==> src/rfil_consts.svh <==
// offsets, field values, reset values and timing counts of the regulator fault interrupt logic
`ifndef RFIL_CONSTS_SVH
`define RFIL_CONSTS_SVH
// ********************************
// register byte offsets
// ********************************
`define RFIL_OFF_TOP_FLAGS 5'h00
`define RFIL_OFF_BUCK_FLAGS 5'h04
`define RFIL_OFF_TOP_MASK 5'h08
`define RFIL_OFF_BUCK_MASK 5'h0C
`define RFIL_OFF_STATUS 5'h10
`define RFIL_OFF_CTRL 5'h14
// ********************************
// fields and reset values
// ********************************
`define RFIL_CTRL_EN_BIT 0
`define RFIL_CTRL_SWRST_BIT 1
`define RFIL_TOP_RST 4'h8
`define RFIL_TOP_NOMASK 4'h2
`define RFIL_BUCK_NOMASK 6'h10
// ********************************
// timing
// ********************************
`define RFIL_CLK_MHZ 125
`define RFIL_DEB_US 20
`define RFIL_SHORT_MS 1
`define RFIL_DEB_CYC (`RFIL_DEB_US * `RFIL_CLK_MHZ)
`define RFIL_SHORT_CYC (`RFIL_SHORT_MS * 1000 * `RFIL_CLK_MHZ)
`define RFIL_UVLO_CYC 1
`endif

==> src/rfil_pkg.sv <==
// types shared by the regulator fault interrupt logic
`default_nettype none
package rfil_pkg;
  // top flag group, bits [4:1] of the top flag register
  typedef struct packed {
    logic rst_seen;
    logic load;
    logic tsd;
    logic tw;
  } rfil_top_s;
  // per-phase flag group, bits [5:0] of the buck flag register
  typedef struct packed {
    logic pg;
    logic shrt;
    logic [3:0] ilim;
  } rfil_buck_s;
  // bus handshake states
  typedef enum logic [1:0] {
    BUS_IDLE = 2'b01,
    BUS_ACK = 2'b10
  } rfil_bus_e;
endpackage
`default_nettype wire

==> src/rfil_core.sv <==
// regulator fault interrupt logic: sticky flags, masks, irq pin and regulator gating
//
// Notes on behaviour
// - warnings set flag and irq only
// - protection sets flag, irq, disables regulator
// - faults shut the whole device down
// - any warning or protection sets flag, irq
// - irq low while any unmasked flag pending
// - fault shutdown reported by reset-seen flag afterwards
// - output low 1 ms: disable, short flag
// - load measurement done flag, maskable, no status
// - external reset release: defaults, reset-seen flag
// - supply glitch or software reset: restart, flag
// - current limit held 20 us sets phase flag
// - flags cleared by writing one
// - thermal shutdown flag sticky while hot, blocks enable
// - thermal warning flag sticky while warm
`timescale 1ns/1ps
`default_nettype none
`include "rfil_consts.svh"
module rfil_core #(
  parameter int CNT_W = 17,
  parameter int DEB_CYC = `RFIL_DEB_CYC,
  parameter int SHORT_CYC = `RFIL_SHORT_CYC
) (
  input wire logic clk_i,
  input wire logic rst_n_i,
  input wire logic [4:0] avs_address_i,
  input wire logic avs_read_i,
  input wire logic avs_write_i,
  input wire logic [31:0] avs_writedata_i,
  input wire logic [3:0] avs_byteenable_i,
  output logic [31:0] avs_readdata_o,
  output logic avs_waitrequest_o,
  input wire logic [3:0] ilim_active_i,
  input wire logic thermal_warn_i,
  input wire logic thermal_sd_i,
  input wire logic vout_low_i,
  input wire logic power_good_i,
  input wire logic load_meas_done_i,
  input wire logic main_supply_low_i,
  output logic reg_enable_o,
  output logic device_off_o,
  output logic irq_n_pin_o
);
  import rfil_pkg::*;

  // ********************************
  // declarations
  // ********************************
  logic [3:0] ilim_q; // filtered current limit per phase
  logic tw_q; // filtered thermal warning
  logic tsd_q; // filtered thermal shutdown
  logic pg_q; // filtered power good
  logic vlow_q; // output below threshold for the full window
  logic uvlo_q; // synchronised supply lockout
  rfil_top_s top_r; // sticky top flags
  rfil_buck_s buck_r; // sticky per-phase flags
  logic [3:0] top_mask_r; // 1 = masked
  logic [5:0] buck_mask_r; // 1 = masked
  logic ctrl_en_r; // software regulator enable
  logic sw_rst_r; // one-cycle software reset pulse
  logic pg_d_r; // edge detect of power good
  logic vlow_d_r; // edge detect of short trip
  rfil_bus_e state_r;
  logic [31:0] rd_val; // read mux
  logic sreset; // in-device reset to defaults
  logic wr_fire; // write takes effect this edge
  logic [7:0] wdat;
  rfil_top_s clr_top; // write-one-to-clear strobes
  rfil_buck_s clr_buck;
  logic sum_flag; // summary of all phase flags
  logic pend; // any unmasked flag
  logic short_rise, pg_rise;

  // ********************************
  // input filters
  // ********************************
  genvar g;
  generate
    for (g = 0; g < 4; g++) begin : g_ilim
      // 20 us persistence on each phase current limit
      rfil_filter #(.CNT_W(CNT_W), .CNT(DEB_CYC)) u_ilim (
        .clk_i(clk_i), .rst_n_i(rst_n_i), .clr_i(1'b0), .d_i(ilim_active_i[g]), .q_o(ilim_q[g]));
    end
  endgenerate
  rfil_filter #(.CNT_W(CNT_W), .CNT(DEB_CYC)) u_tw (
    .clk_i(clk_i), .rst_n_i(rst_n_i), .clr_i(1'b0), .d_i(thermal_warn_i), .q_o(tw_q));
  rfil_filter #(.CNT_W(CNT_W), .CNT(DEB_CYC)) u_tsd (
    .clk_i(clk_i), .rst_n_i(rst_n_i), .clr_i(1'b0), .d_i(thermal_sd_i), .q_o(tsd_q));
  rfil_filter #(.CNT_W(CNT_W), .CNT(DEB_CYC)) u_pg (
    .clk_i(clk_i), .rst_n_i(rst_n_i), .clr_i(1'b0), .d_i(power_good_i), .q_o(pg_q));
  // window restarts at each enable, so start-up and overload share one counter
  rfil_filter #(.CNT_W(CNT_W), .CNT(SHORT_CYC)) u_short (
    .clk_i(clk_i), .rst_n_i(rst_n_i), .clr_i(!reg_enable_o), .d_i(vout_low_i), .q_o(vlow_q));
  // lockout acts at once, only synchronised
  rfil_filter #(.CNT_W(CNT_W), .CNT(`RFIL_UVLO_CYC)) u_uvlo (
    .clk_i(clk_i), .rst_n_i(rst_n_i), .clr_i(1'b0), .d_i(main_supply_low_i), .q_o(uvlo_q));

  // ********************************
  // decode
  // ********************************
  assign sreset = uvlo_q | sw_rst_r;
  assign wr_fire = (state_r == BUS_ACK) && avs_write_i && avs_byteenable_i[0];
  assign wdat = avs_writedata_i[7:0];
  assign clr_top = (wr_fire && avs_address_i == `RFIL_OFF_TOP_FLAGS) ? rfil_top_s'(wdat[4:1]) : '0;
  assign clr_buck = (wr_fire && avs_address_i == `RFIL_OFF_BUCK_FLAGS) ? rfil_buck_s'(wdat[5:0]) : '0;
  assign sum_flag = |buck_r;
  assign short_rise = vlow_q & ~vlow_d_r;
  assign pg_rise = pg_q & ~pg_d_r;
  // unmaskable bits ignore their mask
  assign pend = |(top_r & ~(top_mask_r & ~`RFIL_TOP_NOMASK))
    | |(buck_r & ~(buck_mask_r & ~`RFIL_BUCK_NOMASK));

  // ********************************
  // avalon slave
  // ********************************
  // read mux; unmapped addresses read zero
  always_comb begin
    case (avs_address_i)
      `RFIL_OFF_TOP_FLAGS: rd_val = {27'h0, top_r, sum_flag};
      `RFIL_OFF_BUCK_FLAGS: rd_val = {26'h0, buck_r};
      `RFIL_OFF_TOP_MASK: rd_val = {27'h0, top_mask_r, 1'b0};
      `RFIL_OFF_BUCK_MASK: rd_val = {26'h0, buck_mask_r};
      `RFIL_OFF_STATUS: rd_val = {24'h0, reg_enable_o, pg_q, tsd_q, tw_q, ilim_q};
      `RFIL_OFF_CTRL: rd_val = {31'h0, ctrl_en_r};
      default: rd_val = 32'h0;
    endcase
  end

  // every access takes exactly one wait cycle
  always_ff @(posedge clk_i or negedge rst_n_i) begin
    if (!rst_n_i) begin
      state_r <= BUS_IDLE;
      avs_waitrequest_o <= 1'b1;
      avs_readdata_o <= 32'h0;
    end else begin
      case (state_r)
        BUS_IDLE: begin
          if (avs_read_i || avs_write_i) begin
            state_r <= BUS_ACK;
            avs_waitrequest_o <= 1'b0;
            avs_readdata_o <= avs_read_i ? rd_val : 32'h0;
          end
        end
        BUS_ACK: begin
          // request completes at this edge
          state_r <= BUS_IDLE;
          avs_waitrequest_o <= 1'b1;
        end
        default: begin
          state_r <= BUS_IDLE;
          avs_waitrequest_o <= 1'b1;
        end
      endcase
    end
  end

  // ********************************
  // control and mask registers
  // ********************************
  // in-device reset brings these back to defaults too
  always_ff @(posedge clk_i or negedge rst_n_i) begin
    if (!rst_n_i) begin
      ctrl_en_r <= 1'b0;
      top_mask_r <= 4'h0;
      buck_mask_r <= 6'h00;
    end else if (sreset) begin
      ctrl_en_r <= 1'b0;
      top_mask_r <= 4'h0;
      buck_mask_r <= 6'h00;
    end else if (wr_fire) begin
      if (avs_address_i == `RFIL_OFF_CTRL) begin
        ctrl_en_r <= wdat[`RFIL_CTRL_EN_BIT];
      end
      if (avs_address_i == `RFIL_OFF_TOP_MASK) begin
        top_mask_r <= wdat[4:1];
      end
      if (avs_address_i == `RFIL_OFF_BUCK_MASK) begin
        buck_mask_r <= wdat[5:0];
      end
    end
  end

  // software reset bit self-clears after one cycle
  always_ff @(posedge clk_i or negedge rst_n_i) begin
    if (!rst_n_i) begin
      sw_rst_r <= 1'b0;
    end else begin
      sw_rst_r <= wr_fire && avs_address_i == `RFIL_OFF_CTRL && wdat[`RFIL_CTRL_SWRST_BIT];
    end
  end

  // ********************************
  // sticky flags
  // ********************************
  // edge history for one-shot events
  always_ff @(posedge clk_i or negedge rst_n_i) begin
    if (!rst_n_i) begin
      vlow_d_r <= 1'b0;
      pg_d_r <= 1'b0;
    end else begin
      vlow_d_r <= vlow_q;
      pg_d_r <= pg_q;
    end
  end

  // set wins over clear; level-set flags refuse to clear while the cause is live
  always_ff @(posedge clk_i or negedge rst_n_i) begin
    if (!rst_n_i) begin
      top_r <= `RFIL_TOP_RST;
      buck_r <= '0;
    end else if (sreset) begin
      // fault or software reset: defaults, restart reported by reset-seen
      top_r <= `RFIL_TOP_RST;
      buck_r <= '0;
    end else begin
      top_r.tw <= tw_q | (top_r.tw & ~clr_top.tw);
      top_r.tsd <= tsd_q | (top_r.tsd & ~clr_top.tsd);
      top_r.load <= load_meas_done_i | (top_r.load & ~clr_top.load);
      top_r.rst_seen <= top_r.rst_seen & ~clr_top.rst_seen;
      buck_r.ilim <= ilim_q | (buck_r.ilim & ~clr_buck.ilim);
      buck_r.shrt <= short_rise | (buck_r.shrt & ~clr_buck.shrt);
      buck_r.pg <= pg_rise | (buck_r.pg & ~clr_buck.pg);
    end
  end

  // ********************************
  // outputs
  // ********************************
  // warnings never enter the enable term, only protections do
  always_ff @(posedge clk_i or negedge rst_n_i) begin
    if (!rst_n_i) begin
      reg_enable_o <= 1'b0;
      device_off_o <= 1'b0;
      irq_n_pin_o <= 1'b1;
    end else begin
      reg_enable_o <= ctrl_en_r & ~buck_r.shrt & ~top_r.tsd & ~tsd_q & ~sreset;
      device_off_o <= uvlo_q;
      irq_n_pin_o <= ~pend;
    end
  end
endmodule
`default_nettype wire

==> src/rfil_filter.sv <==
// three-flop synchroniser with a symmetric persistence filter
`timescale 1ns/1ps
`default_nettype none
module rfil_filter #(
  parameter int CNT_W = 17,
  parameter int CNT = 2500
) (
  input wire logic clk_i,
  input wire logic rst_n_i,
  input wire logic clr_i,
  input wire logic d_i,
  output logic q_o
);
  // ********************************
  // synchroniser
  // ********************************
  logic [2:0] s_r; // s_r[0] is read only by s_r[1]
  logic [CNT_W-1:0] cnt_r; // cycles the new level has held
  logic agree; // second and third stage match

  // shift the pin in
  always_ff @(posedge clk_i or negedge rst_n_i) begin
    if (!rst_n_i) begin
      s_r <= 3'h0;
    end else begin
      s_r <= {s_r[1:0], d_i};
    end
  end

  assign agree = (s_r[1] == s_r[2]);

  // ********************************
  // persistence counter
  // ********************************
  // output follows only after the level held CNT cycles
  always_ff @(posedge clk_i or negedge rst_n_i) begin
    if (!rst_n_i) begin
      cnt_r <= '0;
      q_o <= 1'b0;
    end else if (clr_i) begin
      // clear restarts the window, e.g. on regulator enable
      cnt_r <= '0;
      q_o <= 1'b0;
    end else if (!agree || s_r[2] == q_o) begin
      cnt_r <= '0;
    end else if (cnt_r == CNT_W'(CNT - 1)) begin
      cnt_r <= '0;
      q_o <= s_r[2];
    end else begin
      cnt_r <= cnt_r + CNT_W'(1);
    end
  end
endmodule
`default_nettype wire

==> config.mk <==
export PLATFORM = sky130hd
export DESIGN_NAME = rfil_core
export DESIGN_NICKNAME = d
export VERILOG_FILES = /design/src/rfil_pkg.sv /design/src/rfil_core.sv /design/src/rfil_filter.sv
export VERILOG_INCLUDE_DIRS = /design/src
export SDC_FILE = /design/constraint.sdc
export NUM_CORES = 1
export LEC_CHECK = 0
export BUFFER_PORTS_ARGS = -buffer_cell sky130_fd_sc_hd__buf_2
export CAP_MARGIN = 10
export CELL_PAD_IN_SITES_DETAIL_PLACEMENT = 0
export CELL_PAD_IN_SITES_GLOBAL_PLACEMENT = 1
export CORE_UTILIZATION = 45
export CTS_BUF_LIST = sky130_fd_sc_hd__clkbuf_8
export DETAILED_ROUTE_END_ITERATION = 8
export GPL_TIMING_DRIVEN = 0
export MAX_ROUTING_LAYER = met4
export PLACE_DENSITY = 0.75
export SLEW_MARGIN = 20
export SYNTH_ARGS = -nofsm -noshare
export SYNTH_HDL_FRONTEND = slang
export SYNTH_SLANG_ARGS = --single-unit
==> constraint.sdc <==
create_clock -name clk_i -period 4.2 [get_ports clk_i]
set_input_delay 0.63 -clock clk_i [delete_from_list [all_inputs] [get_ports clk_i]]
set_output_delay 0.63 -clock clk_i [all_outputs]
set_load 0.01 [all_outputs]
=== After elaboration in Yosys (flattened, before gate mapping) ===
Cells that the tools add are included.

* Register bits: 251
* Bits of input ports: 55
* Output and inout port bits: 36
* Logic and storage cells: 226

* $add $sub $neg: 9
* Equality and inequality tests: 36
* Muxes and demuxes: 41
* Bitwise logic cells: 47
* Reductions and logical operators: 47

{| class="wikitable"
|+ Operator list
! kind !! count
|-
| 2-to-1 mux 17 bit || 19
|-
| adder 17 x 1 -> 17 bit, second input constant || 9
|-
| == test 17 x 12 -> 1 bit, second input constant || 7
|-
| one-hot mux 8 bit (6 select lines) || 1
|-
| 2-to-1 mux 32 bit || 1
|-
| 2-to-1 mux 6 bit || 5
|-
| AND reduction 2 bit || 13
|-
| inverter 1 bit || 21
|-
| 2-to-1 mux 4 bit || 5
|-
| == test 1 bit || 18
|-
| == test 17 bit, second input constant || 1
|-
| zero test 17 bit || 1
|-
| bitwise AND 1 bit || 12
|-
| OR reduction 6 bit || 2
|-
| == test 5 x 4 -> 1 bit, second input constant || 2
|-
| == test 5 bit, second input constant || 2
|-
| logical OR 1 bit || 10
|-
| zero test 1 bit || 9
|-
| bitwise AND 4 bit || 2
|-
| 2-to-1 mux 1 bit || 8
|-
| inverter 4 bit || 2
|-
| nonzero test 2 bit || 4
|-
| bitwise OR 1 bit || 7
|-
| bitwise AND 6 bit || 1
|-
| other kinds (11) || 18
|}

=== Logic depth before layout (Yosys ltp) ===
* Word-level depth: 9
* Mapped depth: 7
* Depth with buffers taken out: 6

=== Cells and area by module ===
A second synthesis with hierarchy kept.

* Cells, all modules: 1088
* Area, all modules: 10998.0 µm²

{| class="wikitable"
|+ Modules (own cells, without submodules)
! module !! instances !! cells an instance !! area an instance (µm²) !! seq. area each (µm²)
|-
| rfil_filter at g_ilim[0].u_ilim ... || 7 || 98 || 997.2 || 525.5
|-
| rfil_core || 1 || 199 || 1968.1 || 929.6
|-
| rfil_filter at u_short || 1 || 100 || 1038.5 || 525.5
|-
| rfil_filter at u_uvlo || 1 || 103 || 1011.0 || 525.5
|}

=== Worst setup path after synthesis ===
Ideal clock, no wire load.

* Path type: input to register
* From: in avs_address_i[1]
* To: reg buck_r[4] (netlist bit)
* Library setup time: 120 ps
* Arrival: 1908 ps
* Required time: 4080 ps
* Setup slack: 2172 ps
* Stages on the path: 5
* Buffers on the path: 1
* Path through: or4_1 -> clkbuf_1 -> nor3_2 -> nand2_1 -> a31o_2

* Longest elaborated chain between the ends: 7

{| class="wikitable"
|+ RTL lines
! item !! RTL line !! source
|-
| from (decl) || rfil_core.sv:28 || <nowiki>input wire logic [4:0] avs_address_i,</nowiki>
|-
| == test 5 x 3 -> 1 bit || n/a ||
|-
| logical AND 1 bit (no line) || n/a ||
|-
| 2-to-1 mux 6 bit || rfil_core.sv:107 || <nowiki>assign clr_buck = (wr_fire && avs_address_i == `RFIL_OFF_BUCK_FLAGS) ? rfil_buck_s'(wdat[5:0]) : '0;</nowiki>
|-
| inverter 1 bit || rfil_core.sv:223 || <nowiki>buck_r.shrt <= short_rise | (buck_r.shrt & ~clr_buck.shrt);</nowiki>
|-
| bitwise AND 1 bit || rfil_core.sv:223 ||
|-
| bitwise OR 1 bit || rfil_core.sv:223 ||
|-
| 2-to-1 mux 6 bit || rfil_core.sv:213 || <nowiki>end else if (sreset) begin</nowiki>
|-
| to (decl) || rfil_core.sv:58 || <nowiki>rfil_buck_s buck_r;</nowiki>
|}

Every way passes these cells.
A chain may end at the register's enable or synchronous reset.

=== Final worst setup path ===
* From: reg u_tsd.cnt_r[0]
* To: reg u_tsd.cnt_r[11]

* Longest elaborated chain between the ends: 3
* Elaborated cells on any way between the ends: 4
* Classes of those cells: add/sub: 1; eq/ne: 1; mux: 2

{| class="wikitable"
|+ RTL lines
! item !! RTL line !! source
|-
| from (decl) || rfil_filter.sv:18 || <nowiki>logic [CNT_W-1:0] cnt_r;</nowiki>
|-
| from (signal assigned) || rfil_filter.sv:50 || <nowiki>cnt_r <= cnt_r + CNT_W'(1);</nowiki>
|-
| adder 17 x 1 -> 17 bit or == test 17 x 12 -> 1 bit (tied branches) || rfil_filter.sv:50, rfil_filter.sv:46 ||
|-
| 2-to-1 mux 17 bit * || rfil_filter.sv:46 || <nowiki>end else if (cnt_r == CNT_W'(CNT - 1)) begin</nowiki>
|-
| 2-to-1 mux 17 bit * || rfil_filter.sv:44 || <nowiki>end else if (!agree || s_r[2] == q_o) begin</nowiki>
|}

Mark *: on every way between the ends. The rest lies on a longest branch, timed or not.

==> run metrics <==
number of buffers on the longest clock path=3; Max Clock Skew=0.0242 ns; synthesized flop and latch total=226; final hold violation count=0; share of flip-flops with an asynchronous set or reset after synthesis=100%; static leakage=0.00500 uW; clock root buffer master=sky130_fd_sc_hd__clkbuf_8; fraction of final layout cells sized beyond drive strength 1=between 10% and 20%; number of setup violations in the final report=0; Cell Area, Synth=10700 um2; insertion delay to the later sink of the worst-skew pair=0.53 ns; actual transition at the worst max-transition pin=0.694 ns; HPWL after detailed placement=14900 um; power density over the cells=around 350 nW/um2; fmax=412 MHz; Arrival @ worst endpoint=roughly 2.8 ns; R2R cell count=7; post-synthesis cell type count=60; Total Routed Length=approximately 22000 um; total global routing track utilization=19.6%; mean area per synthesized cell=between 10 and 15 um2; area share of the leading cell type in the synthesized netlist=52.1%; TritonCTS clock tree=done; number of buffers inserted by post-CTS setup repair=0; layout net count=1237; Filler cells=2214; status=complete, but fails checks; vias=7809; number of standard cells in the final layout excluding fillers=approximately 1500; area of all placed cells without fillers=approximately 12000 um2; vias in the first global route=7521; number of top-level pins=91; highest fanout seen on the critical path=10; first-pass GRT wire length=approximately 38000 um; number of antenna violations at the first check in global routing=2; count of final max-slew check failures=0; site row count=56; Area Growth Syn to Fin=13.6%; type of the most critical hold path=in -> async; # placed instances=1449; final standard cell utilization of the core=52.0%; Clk pin slew, worst setup/hold paths=approximately 0.060 ns; Reg-to-Reg Start=u_tsd.cnt_r[0]; setup repair after global routing missed its margin=false; maximum number of pins on one net before global-route repair=97; hold buffer count at cts=0; Worst R2R End=u_tsd.cnt_r[11]; post-synthesis cell type with the largest combined area=sky130_fd_sc_hd__dfrtp_1; Gate Count Post-Synth=1069; max-cap violations=0; type of the setup path with the least slack=reg -> reg; TritonCTS Sinks=226; violations in the final reports=DRC; crit path launch type=flip-flop; synthesis warning total=0; remaining antenna violation count after routing=0; IO Port Bufs=36; time the worst path needs with I/O delays and setup=2.43 ns; Final GP Congestion=0.821; number of enable-type register cells in the synthesized netlist=0; r2r setup slk=roughly 1.8 ns; number of DRC markers in iteration 0=459; CORE AREA=23400 um2; total gr overflow=0; worst relative slew slack=53.6%; vertical extent of the die=156 um; number of gates given a new drive strength after cts=0; DRT Pass-1 Iters=6; share of synthesized area occupied by flip-flops and latches=52.8%; main area contributors after synthesis=sky130_fd_sc_hd__dfrtp_1, sky130_fd_sc_hd__xnor2_1, sky130_fd_sc_hd__nor2_1; primary flip-flop cell chosen by synthesis mapping=sky130_fd_sc_hd__dfrtp_1; number of H-tree branching levels=2; most common cell after layout, fill and taps aside=sky130_fd_sc_hd__dfrtp_1; leading cell types in the layout, fill and taps excluded=sky130_fd_sc_hd__dfrtp_1, sky130_fd_sc_hd__nor2_1, sky130_fd_sc_hd__xnor2_1; initial standard-cell utilization of the core=45.8%; number of buffers created by CTS=40; element type at the critical path end=flip-flop; drt drc=1; overall die area=~24000 um2; instance area after placement=11400 um2; vias per cell=5.14; wire length per cell=14.4 um; fin crit share=57.9%; CP required=4.59 ns; Max IR drop VDD=0.276 mV; Die Wd=roughly 160 um
[where the power goes]
| part | internal (uW) | switching, uW | leakage (uW) |
|---|---|---|---|
| Clock | 988 | 856 | 0.000437 |
| Sequential | 2220 | 30.5 | 0.00307 |
| Combinational | 63.0 | 136 | 0.00149 |
[routing by layer]
layer,GRT usage (%),part of all wire [%],wire (um)
met1,27.5,50,11000
met2,28.8,44,9570
met3,3.96,4.4,971
met4,5.56,1.7,381
met5,-,0,0
[stage by stage]
step	power (uW)	setup TNS (ns)	hold slack [ns]	setup slack, ns
final	4290	0	0.0990	1.77
after global routing	4490	0	0.134	1.46
after CTS	4370	0	0.102	1.70
after detailed placement	2490	0	0.336	1.63
after global placement	2480	-337.38	0.334	-1.54
after floorplan	2380	0	0.331	2.17
[layout make-up]
type,instances,area (um2),area share (%)
repair buffers,38,245,2.01
flip-flops and latches,226,5660,46.5
plain buffers,50,285,2.34
inverters,38,143,1.17
clock inverters,21,83.8,0.689
diodes,2,5.00,0.0411
well taps,319,399,3.28
multi-input cells,778,4720,38.8
clock buffers,46,633,5.20
[synth_stat cells, types with 2 or more instances]
master,instances
sky130_fd_sc_hd__nor2b_1,2
sky130_fd_sc_hd__o21ai_1,5
sky130_fd_sc_hd__and3_1,9
sky130_fd_sc_hd__dfstp_2,3
sky130_fd_sc_hd__mux2i_1,16
sky130_fd_sc_hd__nor4_1,60
sky130_fd_sc_hd__and4_1,12
sky130_fd_sc_hd__o21a_1,2
sky130_fd_sc_hd__o211ai_1,5
sky130_fd_sc_hd__a21oi_1,4
sky130_fd_sc_hd__a31oi_1,7
sky130_fd_sc_hd__a21boi_0,2
sky130_fd_sc_hd__xnor2_1,86
sky130_fd_sc_hd__and4b_1,2
sky130_fd_sc_hd__xor2_1,44
sky130_fd_sc_hd__nand3b_1,2
sky130_fd_sc_hd__clkbuf_1,24
sky130_fd_sc_hd__nor3b_1,4
sky130_fd_sc_hd__o21ai_0,24
sky130_fd_sc_hd__nand2_1,54
sky130_fd_sc_hd__a211oi_1,2
sky130_fd_sc_hd__a221oi_1,4
sky130_fd_sc_hd__buf_4,24
sky130_fd_sc_hd__nor2_1,174
sky130_fd_sc_hd__or4_1,5
sky130_fd_sc_hd__and2_1,4
sky130_fd_sc_hd__ha_1,10
sky130_fd_sc_hd__or3_1,6
sky130_fd_sc_hd__dfrtp_1,223
sky130_fd_sc_hd__or2_2,3
sky130_fd_sc_hd__o31ai_1,3
sky130_fd_sc_hd__o22ai_1,11
sky130_fd_sc_hd__mux2_2,4
sky130_fd_sc_hd__nand3_1,66
sky130_fd_sc_hd__a31o_2,2
sky130_fd_sc_hd__nor3_1,22
sky130_fd_sc_hd__a22o_1,2
sky130_fd_sc_hd__nor3_2,2
sky130_fd_sc_hd__inv_1,38
sky130_fd_sc_hd__nand4_1,59
sky130_fd_sc_hd__nand2b_1,8
sky130_fd_sc_hd__nor4b_1,12
[kinds of logic (layout without fill, tap and decap cells)]
group,after synthesis,count (layout),synth area share (%)
compound gates,78,78,4.61
xor+xnor,130,130,10.6
fa+ha+maj,10,10,1.17
buf+inv,88,193,3.99
flops,226,226,52.8
mux,20,20,1.91
other cells,1,26,0.0350
simple gates,516,516,24.8
[sequential cells by signal, indices dropped and copies added (netlist names), 2 cells and up]
name                 cells
u_tsd.s_r                3
g_ilim.u_ilim.q_o        4
avs_readdata_o           8
g_ilim.u_ilim.cnt_r     68
u_tsd.cnt_r             17
top_r                    4
u_uvlo.cnt_r            17
u_uvlo.s_r               3
u_tw.s_r                 3
buck_r                   6
u_short.cnt_r           17
state_r                  2
u_pg.cnt_r              17
g_ilim.u_ilim.s_r       12
u_tw.cnt_r              17
u_pg.s_r                 3
top_mask_r               4
u_short.s_r              3
buck_mask_r              6
[worst max path at each step]
stage | to | depth (start not counted) | startpoint
3_5_place_dp | buck_mask_r[3] | 5 | avs_address_i[1]
6_report | u_tsd.cnt_r[11] | 7 | u_tsd.cnt_r[0]
5_1_grt | u_tsd.cnt_r[14] | 7 | u_tsd.cnt_r[0]
2_1_floorplan | buck_r[4] | 5 | avs_address_i[1]
3_3_place_gp | u_tsd.cnt_r[0] | 1 | rst_n_i
4_1_cts | u_tsd.cnt_r[11] | 7 | u_tsd.cnt_r[0]
[critical path, cell delays in order, from the launching register on]
cell and delay [ns]:
sky130_fd_sc_hd__dfrtp_1 0.44, sky130_fd_sc_hd__ha_1 0.17, sky130_fd_sc_hd__clkbuf_1 0.28, sky130_fd_sc_hd__nor3b_1 0.23, sky130_fd_sc_hd__nand3b_1 0.14, sky130_fd_sc_hd__o21ai_1 0.50, sky130_fd_sc_hd__clkbuf_1 0.43, sky130_fd_sc_hd__nor2_1 0.10
(Power assumes the default switching activity.)
